File: config.mk
export PLATFORM = sky130hd
export DESIGN_NAME = dteu_exec
export DESIGN_NICKNAME = d
export VERILOG_FILES = /design/src/verilog/dteu_ptr_calc.v /design/src/verilog/dteu_exec.v
export VERILOG_INCLUDE_DIRS = /design/src /design/src/verilog
export SDC_FILE = /design/constraint.sdc
export NUM_CORES = 1
export LEC_CHECK = 0
export BUFFER_PORTS_ARGS = -buffer_cell sky130_fd_sc_hd__buf_2
export CORE_ASPECT_RATIO = 0.9
export CORE_MARGIN = 5
export CORE_UTILIZATION = 40
export DETAILED_ROUTE_END_ITERATION = 6
export GPL_ROUTABILITY_DRIVEN = 1
export PLACE_DENSITY = 0.58
export SYNTH_ARGS = -nofsm -noshare
export SYNTH_HDL_FRONTEND = slang
export SYNTH_SLANG_ARGS = --single-unit
export TNS_END_PERCENT = 5
File: constraint.sdc
create_clock -name core_clk -period 11.9 [get_ports core_clk]
set_input_delay 0.595 -clock core_clk [delete_from_list [all_inputs] [get_ports core_clk]]
set_output_delay 0.595 -clock core_clk [all_outputs]
set_load 0.02 [all_outputs]
File: src/verilog/dteu_defs.vh
`ifndef DTEU_DEFS_VH
`define DTEU_DEFS_VH

// operation codes on instr_op
`define DTEU_OP_NOP 4'h0
`define DTEU_OP_LD_IND 4'h1
`define DTEU_OP_LD_DISP 4'h2
`define DTEU_OP_LD_DIR 4'h3
`define DTEU_OP_ST_IND 4'h4
`define DTEU_OP_ST_DISP 4'h5
`define DTEU_OP_ST_DIR 4'h6
`define DTEU_OP_LPM_R0 4'h7
`define DTEU_OP_LPM_RD 4'h8
`define DTEU_OP_IN 4'h9
`define DTEU_OP_OUT 4'ha
`define DTEU_OP_PUSH 4'hb
`define DTEU_OP_POP 4'hc
`define DTEU_OP_SLEEP 4'hd
`define DTEU_OP_WDR 4'he
`define DTEU_OP_BREAK 4'hf

// pointer select on instr_ptr
`define DTEU_PTR_X 2'h0
`define DTEU_PTR_Y 2'h1
`define DTEU_PTR_Z 2'h2

// pointer mode on instr_mode
`define DTEU_MODE_PLAIN 2'h0
`define DTEU_MODE_POSTINC 2'h1
`define DTEU_MODE_PREDEC 2'h2
`define DTEU_MODE_DISP 2'h3

// low byte index of each pointer pair, and register zero
`define DTEU_REG_X_LO 5'h1a
`define DTEU_REG_Y_LO 5'h1c
`define DTEU_REG_Z_LO 5'h1e
`define DTEU_REG_R0 5'h00

// cycles per instruction class
`define DTEU_CYC_MEM 2'h2
`define DTEU_CYC_LPM 2'h3
`define DTEU_CYC_ONE 2'h1

`define DTEU_SP_RESET 16'h00ff
`define DTEU_PTR_STEP 16'h0001

`endif

File: src/verilog/dteu_ptr_calc.v
`timescale 1ns/1ns
`default_nettype none
`include "dteu_defs.vh"

module dteu_ptr_calc (
	input wire [15:0] ptr,
	input wire [1:0] mode,
	input wire [5:0] disp,
	output reg [15:0] acc_addr,
	output reg [15:0] new_ptr
);
	// whole 16-bit pair, so the low byte carries into the high byte
	always @* begin
		acc_addr = ptr;
		new_ptr = ptr;
		case (mode)
		`DTEU_MODE_POSTINC: begin
			new_ptr = ptr + `DTEU_PTR_STEP;
		end
		`DTEU_MODE_PREDEC: begin
			acc_addr = ptr - `DTEU_PTR_STEP;
			new_ptr = ptr - `DTEU_PTR_STEP;
		end
		`DTEU_MODE_DISP: begin
			acc_addr = ptr + {10'h000, disp};
		end
		default: begin
			acc_addr = ptr;
		end
		endcase
	end
endmodule // dteu_ptr_calc

`default_nettype wire

File: src/verilog/dteu_exec.v
`timescale 1ns/1ns
`default_nettype none
`include "dteu_defs.vh"

// Functional notes
// - pre-decrement load: decrement pointer, then load; 2 cycles
// - post-increment load: load, then increment pointer; 2 cycles
// - displacement load from Y/Z plus q; pointer kept
// - direct load from address field; 2 cycles
// - pre-decrement store: decrement, then write; 2 cycles
// - post-increment store: write, then increment; 2 cycles
// - displacement store at Y/Z plus q; 2 cycles
// - direct store at address field; 2 cycles
// - program memory byte at Z; 3 cycles
// - I/O in and out take 1 cycle
// - push stores register, moves stack pointer; 2 cycles
// - pop loads top byte, moves stack pointer; 2 cycles
// - sleep takes 1 cycle, signals sleep logic
// - watchdog restart takes 1 cycle, signals watchdog
// - debug halt serves debugger, no fixed length
module dteu_exec #(
	parameter [15:0] SP_RESET = `DTEU_SP_RESET
) (
	input wire core_clk,
	input wire rstn,
	input wire instr_valid,
	output wire instr_ready,
	input wire [3:0] instr_op,
	input wire [4:0] instr_reg,
	input wire [1:0] instr_ptr,
	input wire [1:0] instr_mode,
	input wire [5:0] instr_disp,
	input wire [15:0] instr_addr,
	output wire exec_done,
	input wire ext_we,
	input wire [4:0] ext_addr,
	input wire [7:0] ext_wdata,
	input wire [4:0] peek_addr,
	output reg [7:0] peek_data,
	output reg [15:0] sp,
	output reg [15:0] dmem_addr,
	output reg [7:0] dmem_wdata,
	output reg dmem_re,
	output reg dmem_we,
	input wire [7:0] dmem_rdata,
	output reg [15:0] pmem_addr,
	output reg pmem_re,
	input wire [7:0] pmem_rdata,
	output reg [5:0] io_addr,
	output reg [7:0] io_wdata,
	output reg io_re,
	output reg io_we,
	input wire [7:0] io_rdata,
	output reg sleep_req,
	output reg wdr_pulse,
	output wire debug_halt,
	input wire debug_resume
);
	localparam S_IDLE = 2'h0;
	localparam S_BUSY = 2'h1;
	localparam S_HALT = 2'h2;

	reg [7:0] regs [0:31];
	reg [1:0] state;
	reg [1:0] cnt;
	reg [3:0] op_q;
	reg [4:0] dst_q;
	reg [1:0] next_state;
	reg [1:0] next_cnt;
	reg [15:0] ptr_val;
	reg [1:0] ptr_mode;
	reg [4:0] ptr_idx;
	reg ptr_upd;
	reg [15:0] next_dmem_addr;
	reg next_dmem_re;
	reg next_dmem_we;
	reg [15:0] next_sp;
	reg wb_en;
	reg [7:0] wb_data;
	wire go;
	wire [15:0] acc_addr;
	wire [15:0] new_ptr;
	wire [7:0] src_data;
	integer i;

	// decodes a pointer select to the index of its low byte
	function [4:0] ptr_lo;
		input [1:0] sel;
		begin
			case (sel)
			`DTEU_PTR_X: ptr_lo = `DTEU_REG_X_LO;
			`DTEU_PTR_Y: ptr_lo = `DTEU_REG_Y_LO;
			default: ptr_lo = `DTEU_REG_Z_LO;
			endcase
		end
	endfunction

	// instruction length, so the counter matches the documented cycles
	function [1:0] op_cycles;
		input [3:0] op;
		begin
			case (op)
			`DTEU_OP_LPM_R0, `DTEU_OP_LPM_RD: op_cycles = `DTEU_CYC_LPM;
			`DTEU_OP_LD_IND, `DTEU_OP_LD_DISP, `DTEU_OP_LD_DIR,
			`DTEU_OP_ST_IND, `DTEU_OP_ST_DISP, `DTEU_OP_ST_DIR,
			`DTEU_OP_PUSH, `DTEU_OP_POP: op_cycles = `DTEU_CYC_MEM;
			default: op_cycles = `DTEU_CYC_ONE;
			endcase
		end
	endfunction

	assign instr_ready = (state == S_IDLE);
	assign go = instr_valid && instr_ready;
	assign exec_done = ((state == S_BUSY) && (cnt == 2'h0)) ||
		((state == S_HALT) && debug_resume);
	assign debug_halt = (state == S_HALT);
	assign src_data = regs[instr_reg];

	// pointer choice: program memory reads always use Z
	always @* begin
		ptr_idx = ptr_lo(instr_ptr);
		ptr_mode = instr_mode;
		ptr_upd = 1'b0;
		case (instr_op)
		`DTEU_OP_LD_IND, `DTEU_OP_ST_IND: begin
			if (instr_mode == `DTEU_MODE_DISP) begin
				ptr_mode = `DTEU_MODE_PLAIN;
			end
			ptr_upd = (instr_mode == `DTEU_MODE_POSTINC) ||
				(instr_mode == `DTEU_MODE_PREDEC);
		end
		`DTEU_OP_LD_DISP, `DTEU_OP_ST_DISP: begin
			ptr_mode = `DTEU_MODE_DISP;
		end
		`DTEU_OP_LPM_RD: begin
			ptr_idx = `DTEU_REG_Z_LO;
			ptr_mode = (instr_mode == `DTEU_MODE_POSTINC) ?
				`DTEU_MODE_POSTINC : `DTEU_MODE_PLAIN;
			ptr_upd = (instr_mode == `DTEU_MODE_POSTINC);
		end
		`DTEU_OP_LPM_R0: begin
			ptr_idx = `DTEU_REG_Z_LO;
			ptr_mode = `DTEU_MODE_PLAIN;
		end
		default: begin
			ptr_mode = `DTEU_MODE_PLAIN;
		end
		endcase
		ptr_val = {regs[ptr_idx + 5'h01], regs[ptr_idx]};
	end

	dteu_ptr_calc u_ptr_calc (
		.ptr(ptr_val),
		.mode(ptr_mode),
		.disp(instr_disp),
		.acc_addr(acc_addr),
		.new_ptr(new_ptr)
	);

	// data-space access chosen at acceptance
	always @* begin
		next_dmem_addr = dmem_addr;
		next_dmem_re = 1'b0;
		next_dmem_we = 1'b0;
		next_sp = sp;
		if (go) begin
			case (instr_op)
			`DTEU_OP_LD_IND, `DTEU_OP_LD_DISP: begin
				next_dmem_addr = acc_addr;
				next_dmem_re = 1'b1;
			end
			`DTEU_OP_LD_DIR: begin
				next_dmem_addr = instr_addr;
				next_dmem_re = 1'b1;
			end
			`DTEU_OP_ST_IND, `DTEU_OP_ST_DISP: begin
				next_dmem_addr = acc_addr;
				next_dmem_we = 1'b1;
			end
			`DTEU_OP_ST_DIR: begin
				next_dmem_addr = instr_addr;
				next_dmem_we = 1'b1;
			end
			`DTEU_OP_PUSH: begin
				next_dmem_addr = sp;
				next_dmem_we = 1'b1;
				next_sp = sp - `DTEU_PTR_STEP;
			end
			`DTEU_OP_POP: begin
				next_dmem_addr = sp + `DTEU_PTR_STEP;
				next_dmem_re = 1'b1;
				next_sp = sp + `DTEU_PTR_STEP;
			end
			default: begin
				next_dmem_re = 1'b0;
			end
			endcase
		end
	end

	// sequencing: one busy cycle per documented clock
	always @* begin
		next_state = state;
		next_cnt = cnt;
		case (state)
		S_IDLE: begin
			if (go) begin
				if (instr_op == `DTEU_OP_BREAK) begin
					next_state = S_HALT;
				end else begin
					next_state = S_BUSY;
					next_cnt = op_cycles(instr_op) - 2'h1;
				end
			end
		end
		S_BUSY: begin
			if (cnt == 2'h0) begin
				next_state = S_IDLE;
			end else begin
				next_cnt = cnt - 2'h1;
			end
		end
		S_HALT: begin
			if (debug_resume) begin
				next_state = S_IDLE;
			end
		end
		default: begin
			next_state = S_IDLE;
		end
		endcase
	end

	// write-back in the last busy cycle; no status flag is ever touched
	always @* begin
		wb_en = 1'b0;
		wb_data = dmem_rdata;
		if ((state == S_BUSY) && (cnt == 2'h0)) begin
			case (op_q)
			`DTEU_OP_LD_IND, `DTEU_OP_LD_DISP, `DTEU_OP_LD_DIR, `DTEU_OP_POP: begin
				wb_en = 1'b1;
			end
			`DTEU_OP_LPM_R0, `DTEU_OP_LPM_RD: begin
				wb_en = 1'b1;
				wb_data = pmem_rdata;
			end
			`DTEU_OP_IN: begin
				wb_en = 1'b1;
				wb_data = io_rdata;
			end
			default: begin
				wb_en = 1'b0;
			end
			endcase
		end
	end

	always @(posedge core_clk) begin
		if (!rstn) begin
			state <= S_IDLE;
			cnt <= 2'h0;
			op_q <= `DTEU_OP_NOP;
			dst_q <= `DTEU_REG_R0;
			sp <= SP_RESET;
			dmem_addr <= 16'h0000;
			dmem_re <= 1'b0;
			dmem_we <= 1'b0;
		end else begin
			state <= next_state;
			cnt <= next_cnt;
			sp <= next_sp;
			dmem_addr <= next_dmem_addr;
			dmem_re <= next_dmem_re;
			dmem_we <= next_dmem_we;
			if (go) begin
				op_q <= instr_op;
				dst_q <= (instr_op == `DTEU_OP_LPM_R0) ? `DTEU_REG_R0 : instr_reg;
			end
		end
	end

	// strobes to program memory, I/O space, sleep and watchdog
	always @(posedge core_clk) begin
		if (!rstn) begin
			dmem_wdata <= 8'h00;
			pmem_addr <= 16'h0000;
			pmem_re <= 1'b0;
			io_addr <= 6'h00;
			io_wdata <= 8'h00;
			io_re <= 1'b0;
			io_we <= 1'b0;
			sleep_req <= 1'b0;
			wdr_pulse <= 1'b0;
		end else begin
			pmem_re <= go && ((instr_op == `DTEU_OP_LPM_R0) || (instr_op == `DTEU_OP_LPM_RD));
			io_re <= go && (instr_op == `DTEU_OP_IN);
			io_we <= go && (instr_op == `DTEU_OP_OUT);
			sleep_req <= go && (instr_op == `DTEU_OP_SLEEP);
			wdr_pulse <= go && (instr_op == `DTEU_OP_WDR);
			if (go) begin
				dmem_wdata <= src_data;
				io_addr <= instr_addr[5:0];
				io_wdata <= src_data;
				if ((instr_op == `DTEU_OP_LPM_R0) || (instr_op == `DTEU_OP_LPM_RD)) begin
					pmem_addr <= acc_addr;
				end
			end
		end
	end

	// register file; a load into a pointer byte beats that pointer's step
	always @(posedge core_clk) begin
		if (!rstn) begin
			for (i = 0; i < 32; i = i + 1) begin
				regs[i] <= 8'h00;
			end
			peek_data <= 8'h00;
		end else begin
			peek_data <= regs[peek_addr];
			if (go && ptr_upd) begin
				regs[ptr_idx] <= new_ptr[7:0];
				regs[ptr_idx + 5'h01] <= new_ptr[15:8];
			end
			if (ext_we && instr_ready && !go) begin
				regs[ext_addr] <= ext_wdata;
			end
			if (wb_en) begin
				regs[dst_q] <= wb_data;
			end
		end
	end
endmodule // dteu_exec

`default_nettype wire

Word-level counts from Yosys, hierarchy flattened
Memory sizes are Yosys's and may differ from the RTL's. A register that Yosys moved wholly into a read port is not among the register bits.
Index checks and enable logic that the tools add are counted.
Storage, ports and cells
  register bits: 74
  bits in writable memories: 256
  ROM bits: 32
  input bits: 82
  output and inout bits: 88
  logic and storage cells: 154
  memories: 2
Memories
  regs: depth 32, width 8, read ports 4, clocked after Yosys merged registers in 2, write ports 32, line dteu_exec.v:63  | reg [7:0] regs [0:31];
  (no name shown): depth 16, width 2, read ports 1, clocked after Yosys merged registers in 0, write ports 0, line dteu_exec.v:102  | case (op)
Operators by class
  add/sub/neg operators: 8
  equal/unequal tests: 36
  multiplexer cells: 51
  reduce and logical (&&, ||, !) cells: 42
Operators by type and width (number)
  one-hot mux 16 bit (2 select lines): 3
  one-hot mux 16 bit (4 select lines): 1
  == test 4 bit, second input constant: 11
  two-way mux 8 bit: 5
  adder 16 x 1 -> 16 bit, second input constant: 2
  OR reduction 8 bit: 4
  subtractor 16 x 1 -> 16 bit, second input constant: 2
  two-way mux 5 bit: 6
  two-way mux 2 bit: 11
  == test 4 x 3 -> 1 bit, second input constant: 5
  two-way mux 1 bit: 19
  adder 16 x 6 -> 16 bit: 1
  == test 4 x 2 -> 1 bit, second input constant: 4
  one-hot mux 8 bit (2 select lines): 1
  one-hot mux 2 bit (3 select lines): 2
  OR reduction 4 bit: 3
  logical AND 1 bit: 11
  == test 2 bit, second input constant: 5
  OR reduction 2 bit: 5
  == test 2 x 1 -> 1 bit, second input constant: 4
  == test 4 x 1 -> 1 bit, second input constant: 2
  AND reduction 2 bit: 4
  OR reduction 7 bit: 1
  zero test 2 bit: 3
  13 further kinds: 22

Longest topological paths before layout
  depth after elaboration: 11
  mapped depth: 20
  depth with buffers taken out: 17

Cells and area by module
Synthesis repeated with hierarchy kept, for this count alone.
Second synthesis, totals
  cell total of the unflattened synthesis: 1899
  area total of the unflattened synthesis: 21074.0 sq um
By module, submodules not included
  dteu_exec: times used 1, cells each 1618, area an instance 19316.0 sq um, sequential area each 9489.1 sq um
  dteu_ptr_calc: times used 1, cells each 281, area an instance 1757.9 sq um, sequential area each 0.0 sq um

Worst setup path after synthesis
No wires, ideal clock.
  path kind: in2reg
  start: input instr_op[0]
  end: register pmem_addr[12]
  library setup time: 0.125 ns
  arrival time: 4.054 ns
  required time: 11.775 ns
  slack: 7.721 ns
  stages on the path: 20
  path buffers: 3
  cells stage by stage: inv_1 ha_1 buf_2 nand3b_1 nand3_2 clkbuf_1 nor2_1 a21oi_1 inv_1 ha_1 ha_1 a21o_1 a2111o_1 a31oi_1 or3_1 clkbuf_1 nor2_1 xnor2_1 nor2_1 o41a_1
On the way
  cells in the longest elaborated chain, start to end: 7
  elaborated cells between the ends (all ways): 20
  classes of those cells: add/sub: 3; eq/ne: 8; mux: 3; reduce/logical: 5; memory: 1
Ends and longest elaborated chain
  start: declaration: line dteu_exec.v:28  | input wire [3:0] instr_op,
  == test 4 x 3 -> 1 bit or == test 4 bit (tied branches): line dteu_exec.v:124  | case (instr_op)
  OR reduction 2 bit (no source line)
  two-way mux 5 bit: line dteu_exec.v:124
  adder 5 x 1 -> 5 bit: line dteu_exec.v:149  | ptr_val = {regs[ptr_idx + 5'h01], regs[ptr_idx]};
  memory (32 x 8 bit)
  adder 16 x 6 -> 16 bit or subtractor 16 x 1 -> 16 bit (tied branches)
  one-hot mux 16 bit (2 select lines): line dteu_ptr_calc.v:16  | case (mode)
  end signal: assignment: line dteu_exec.v:305  | pmem_addr <= acc_addr;
  end: declaration: line dteu_exec.v:46  | output reg [15:0] pmem_addr,
Parallel ways exist; a longest one is shown, timed or not.
A chain may end at the register's enable or synchronous reset.

Worst setup path in the final report
  start: input instr_op[0]
  end: register dmem_addr[12]
On the way
  cells in the longest elaborated chain, start to end: 8
  elaborated cells between the ends (all ways): 27
  classes of those cells: add/sub: 3; eq/ne: 12; mux: 4; reduce/logical: 7; memory: 1
Ends and longest elaborated chain
  == test 4 x 3 -> 1 bit or == test 4 bit (tied branches): line dteu_exec.v:124
  OR reduction 2 bit (no source line)
  two-way mux 5 bit: line dteu_exec.v:124
  adder 5 x 1 -> 5 bit: line dteu_exec.v:149
  memory (32 x 8 bit)
  adder 16 x 6 -> 16 bit or subtractor 16 x 1 -> 16 bit (tied branches)
  one-hot mux 16 bit (2 select lines): line dteu_ptr_calc.v:16
  one-hot mux 16 bit (4 select lines): line dteu_exec.v:167  | case (instr_op)
  end signal: assignment: line dteu_exec.v:272  | dmem_addr <= next_dmem_addr;
  end: declaration: line dteu_exec.v:41  | output reg [15:0] dmem_addr,
Parallel ways exist; a longest one is shown, timed or not.

==> results.json <==
{
  "post_cts_buffers": 0,
  "holdPathStages": 3,
  "port_buffers": 169,
  "track_usage": 0.2476,
  "hold_buffers": 0,
  "pwr_density_cell_mw_per_mm2": 140.9,
  "rr_endpoint": "dmem_addr[9]",
  "status": "finished clean",
  "fin_nets": 2096,
  "synth_cell_types": 79,
  "arrival_ps": 4900,
  "slew_violations": 0,
  "setup_violations": 0,
  "routed_wl_um": 72220,
  "utilization": 0.4565,
  "syn_area_per_cell_sq_um": 10.88,
  "rsz0062_at_grt": "false",
  "grt_pass1_wl_um": 106500,
  "final_common_cell": "nor2_1",
  "leakage_uw": 0.008818,
  "drt-pass1-iter-count": 5,
  "htreeDepth": 2,
  "die-area_sq_mm": 0.05665,
  "grt_max_degree": 64,
  "coreArea_sq_mm": 0.05160,
  "hpwlAfterDp_um": 50720,
  "layout_min_cycle_time_ps": 4454,
  "tightest_slew_ps": 1098,
  "synthArstFlopShare": 0,
  "maxCapViolations": 0,
  "hold_start": "instr_addr[2]",
  "r2r_setup_slack_ps": 7990,
  "initial_core_util": 0.4030,
  "path_clk_slew_ps": 60,
  "synthesis.nets": 2014,
  "final_cells": 2719,
  "cts_buffers": 41,
  "ys_ff_latch": 346,
  "dp.cells": 2638,
  "avgRoutedWirePerCell_um": 26.56,
  "antenna_found_initial": 9,
  "ys_seq_area_frac": 0.4563,
  "end_kind": "register",
  "area_growth_pct": 13.28,
  "cp_max_fo": 28,
  "num_vias": 17180,
  "cts_tree": "built",
  "initialDrtViolationCount": 2429,
  "synth_edf_count": 256,
  "min_path_type": "primary input to register",
  "mostFrequentLayoutCells": "nor2_1, edfxtp_1, buf_2",
  "cts.sinks": 346,
  "overflow": 0,
  "viasPerCell": 6.318,
  "root_buffer": "clkbuf_16",
  "r2r-start": "regs[26][2]",
  "hold_end": "io_addr[2]",
  "rows": 79,
  "globalplace.congestion": 0.9627,
  "die_h_um": 226.3,
  "max_freq_ghz": 0.2245,
  "grt_pass1_vias": 16010,
  "finalWorstSetupSlack_ps": 7446,
  "max-vdd-ir-drop_mv": 0.09405,
  "pin_count": 170,
  "synthFlopType": "edfxtp_1",
  "cts.path.max_buffers": 3,
  "syn_area_sq_mm": 0.02079,
  "post-route-drc-count": 0,
  "start_kind": "primary input",
  "ant_nets": 0,
  "holdWs_ps": 295.6,
  "reg2regPathDepth": 13,
  "drive_gt1_frac": 0.2295,
  "final_hold_viol_count": 0,
  "criticalPathCategory": "primary input to register",
  "die_w_um": 250.3,
  "syn_inst": 1911,
  "min_period_over_period": 0.3743,
  "finalClockSkew_ps": 25.45,
  "ys_warn_count": 0,
  "max_slew_margin": 0.2680,
  "pre_cts_slack_ps": 7022,
  "post_cts_resized": 0,
  "setup_tns_ps": 0,
  "required_ps": 12350,
  "clk-insertion-delay-late_ps": 580
}
==> report_power, final <==
part	internal, uW	switching, uW	leakage, uW
clock network	806	542	0.000708
registers	1340	45.5	0.00338
logic	200	381	0.00473
==> registers in the layout (all words and copies together), names as in the netlist <==
register and flops:
wdr_pulse 1, state 2, dst_q 5, cnt 2, pmem_re 1, dmem_re 1
io_wdata 8, pmem_addr 16, regs 256, peek_data 8, sp 16, dmem_we 1
io_re 1, io_we 1, op_q 4, io_addr 6, dmem_addr 16, sleep_req 1
==> cell families after synthesis <==
family,synth area share
AND/OR/NAND/NOR,0.1563
multiplexers,0.2069
XOR/XNOR,0.01474
adder cells (fa/ha/maj),0.01264
buffers and inverters,0.03857
flip-flops,0.4563
AO/OA/AOI/OAI,0.1146
==> area by class of cell <==
| cell class | count | area (sq um) |
|---|---|---|
| antenna | 5 | 12.51 |
| clock buffer | 56 | 1172 |
| tap | 688 | 860.8 |
| fill | 4782 | 28040 |
| timing repair buffer | 202 | 1101 |
| clock inverter | 20 | 260.3 |
| sequential | 346 | 9489 |
| multi-input combinational | 1370 | 10540 |
| inverter | 32 | 120.1 |
==> Yosys cell counts (all sizes together) (25+ instances only) <==
master    n  share of area
o21ai    82          0.020
a21oi    83          0.021
edfxtp  256           0.37
nor2    369          0.067
mux2i    53          0.026
mux4    160           0.17
xnor2    25          0.011
clkbuf  108          0.019
dfxtp    90          0.087
nor3     42          0.011
buf      55          0.013
nand2   161          0.029
nand3    39         0.0096
o22ai    27         0.0081
inv      30         0.0054
==> critical path, stage by stage <==
cell and delay, ps:
buf_2 130, inv_1 70, ha_1 310, nand3b_1 310, nand3_2 530, a21oi_1 570
inv_1 120, ha_1 240, ha_1 220, a21o_1 200, a2111o_1 410, a31oi_1 270
or3_1 270, nor2_1 120, a211o_1 290, a21oi_1 150, o41ai_1 90
==> worst max-delay path by stage <==
stage,startpoint,cells past startpoint,slack (ps),end
final,instr_op[0],17,7450,dmem_addr[12]
after global routing,instr_op[0],17,7140,dmem_addr[12]
after CTS,instr_op[0],17,7580,dmem_addr[12]
after detailed placement,instr_op[0],17,7020,dmem_addr[12]
after global placement,instr_op[0],17,7140,dmem_addr[12]
after floorplan,instr_op[0],20,7720,pmem_addr[12]
==> through the flow <==
step	instance area, sq um	total power [uW]
finish	23560	3319
floorplan	20790	1769
detailed placement	22110	1981
global route	23550	3425
global placement	22110	1977
CTS	23540	3326
==> layer usage <==
layer,global-route usage,wire (um),vias to the layer above
met5,0,7,-
met4,0.06002,1696,2
met3,0.06205,8885,116
met2,0.3719,31860,1027
met1,0.3646,29770,8610
li1,-,-,7424
No activity file was read; power rests on OpenSTA's default activity.
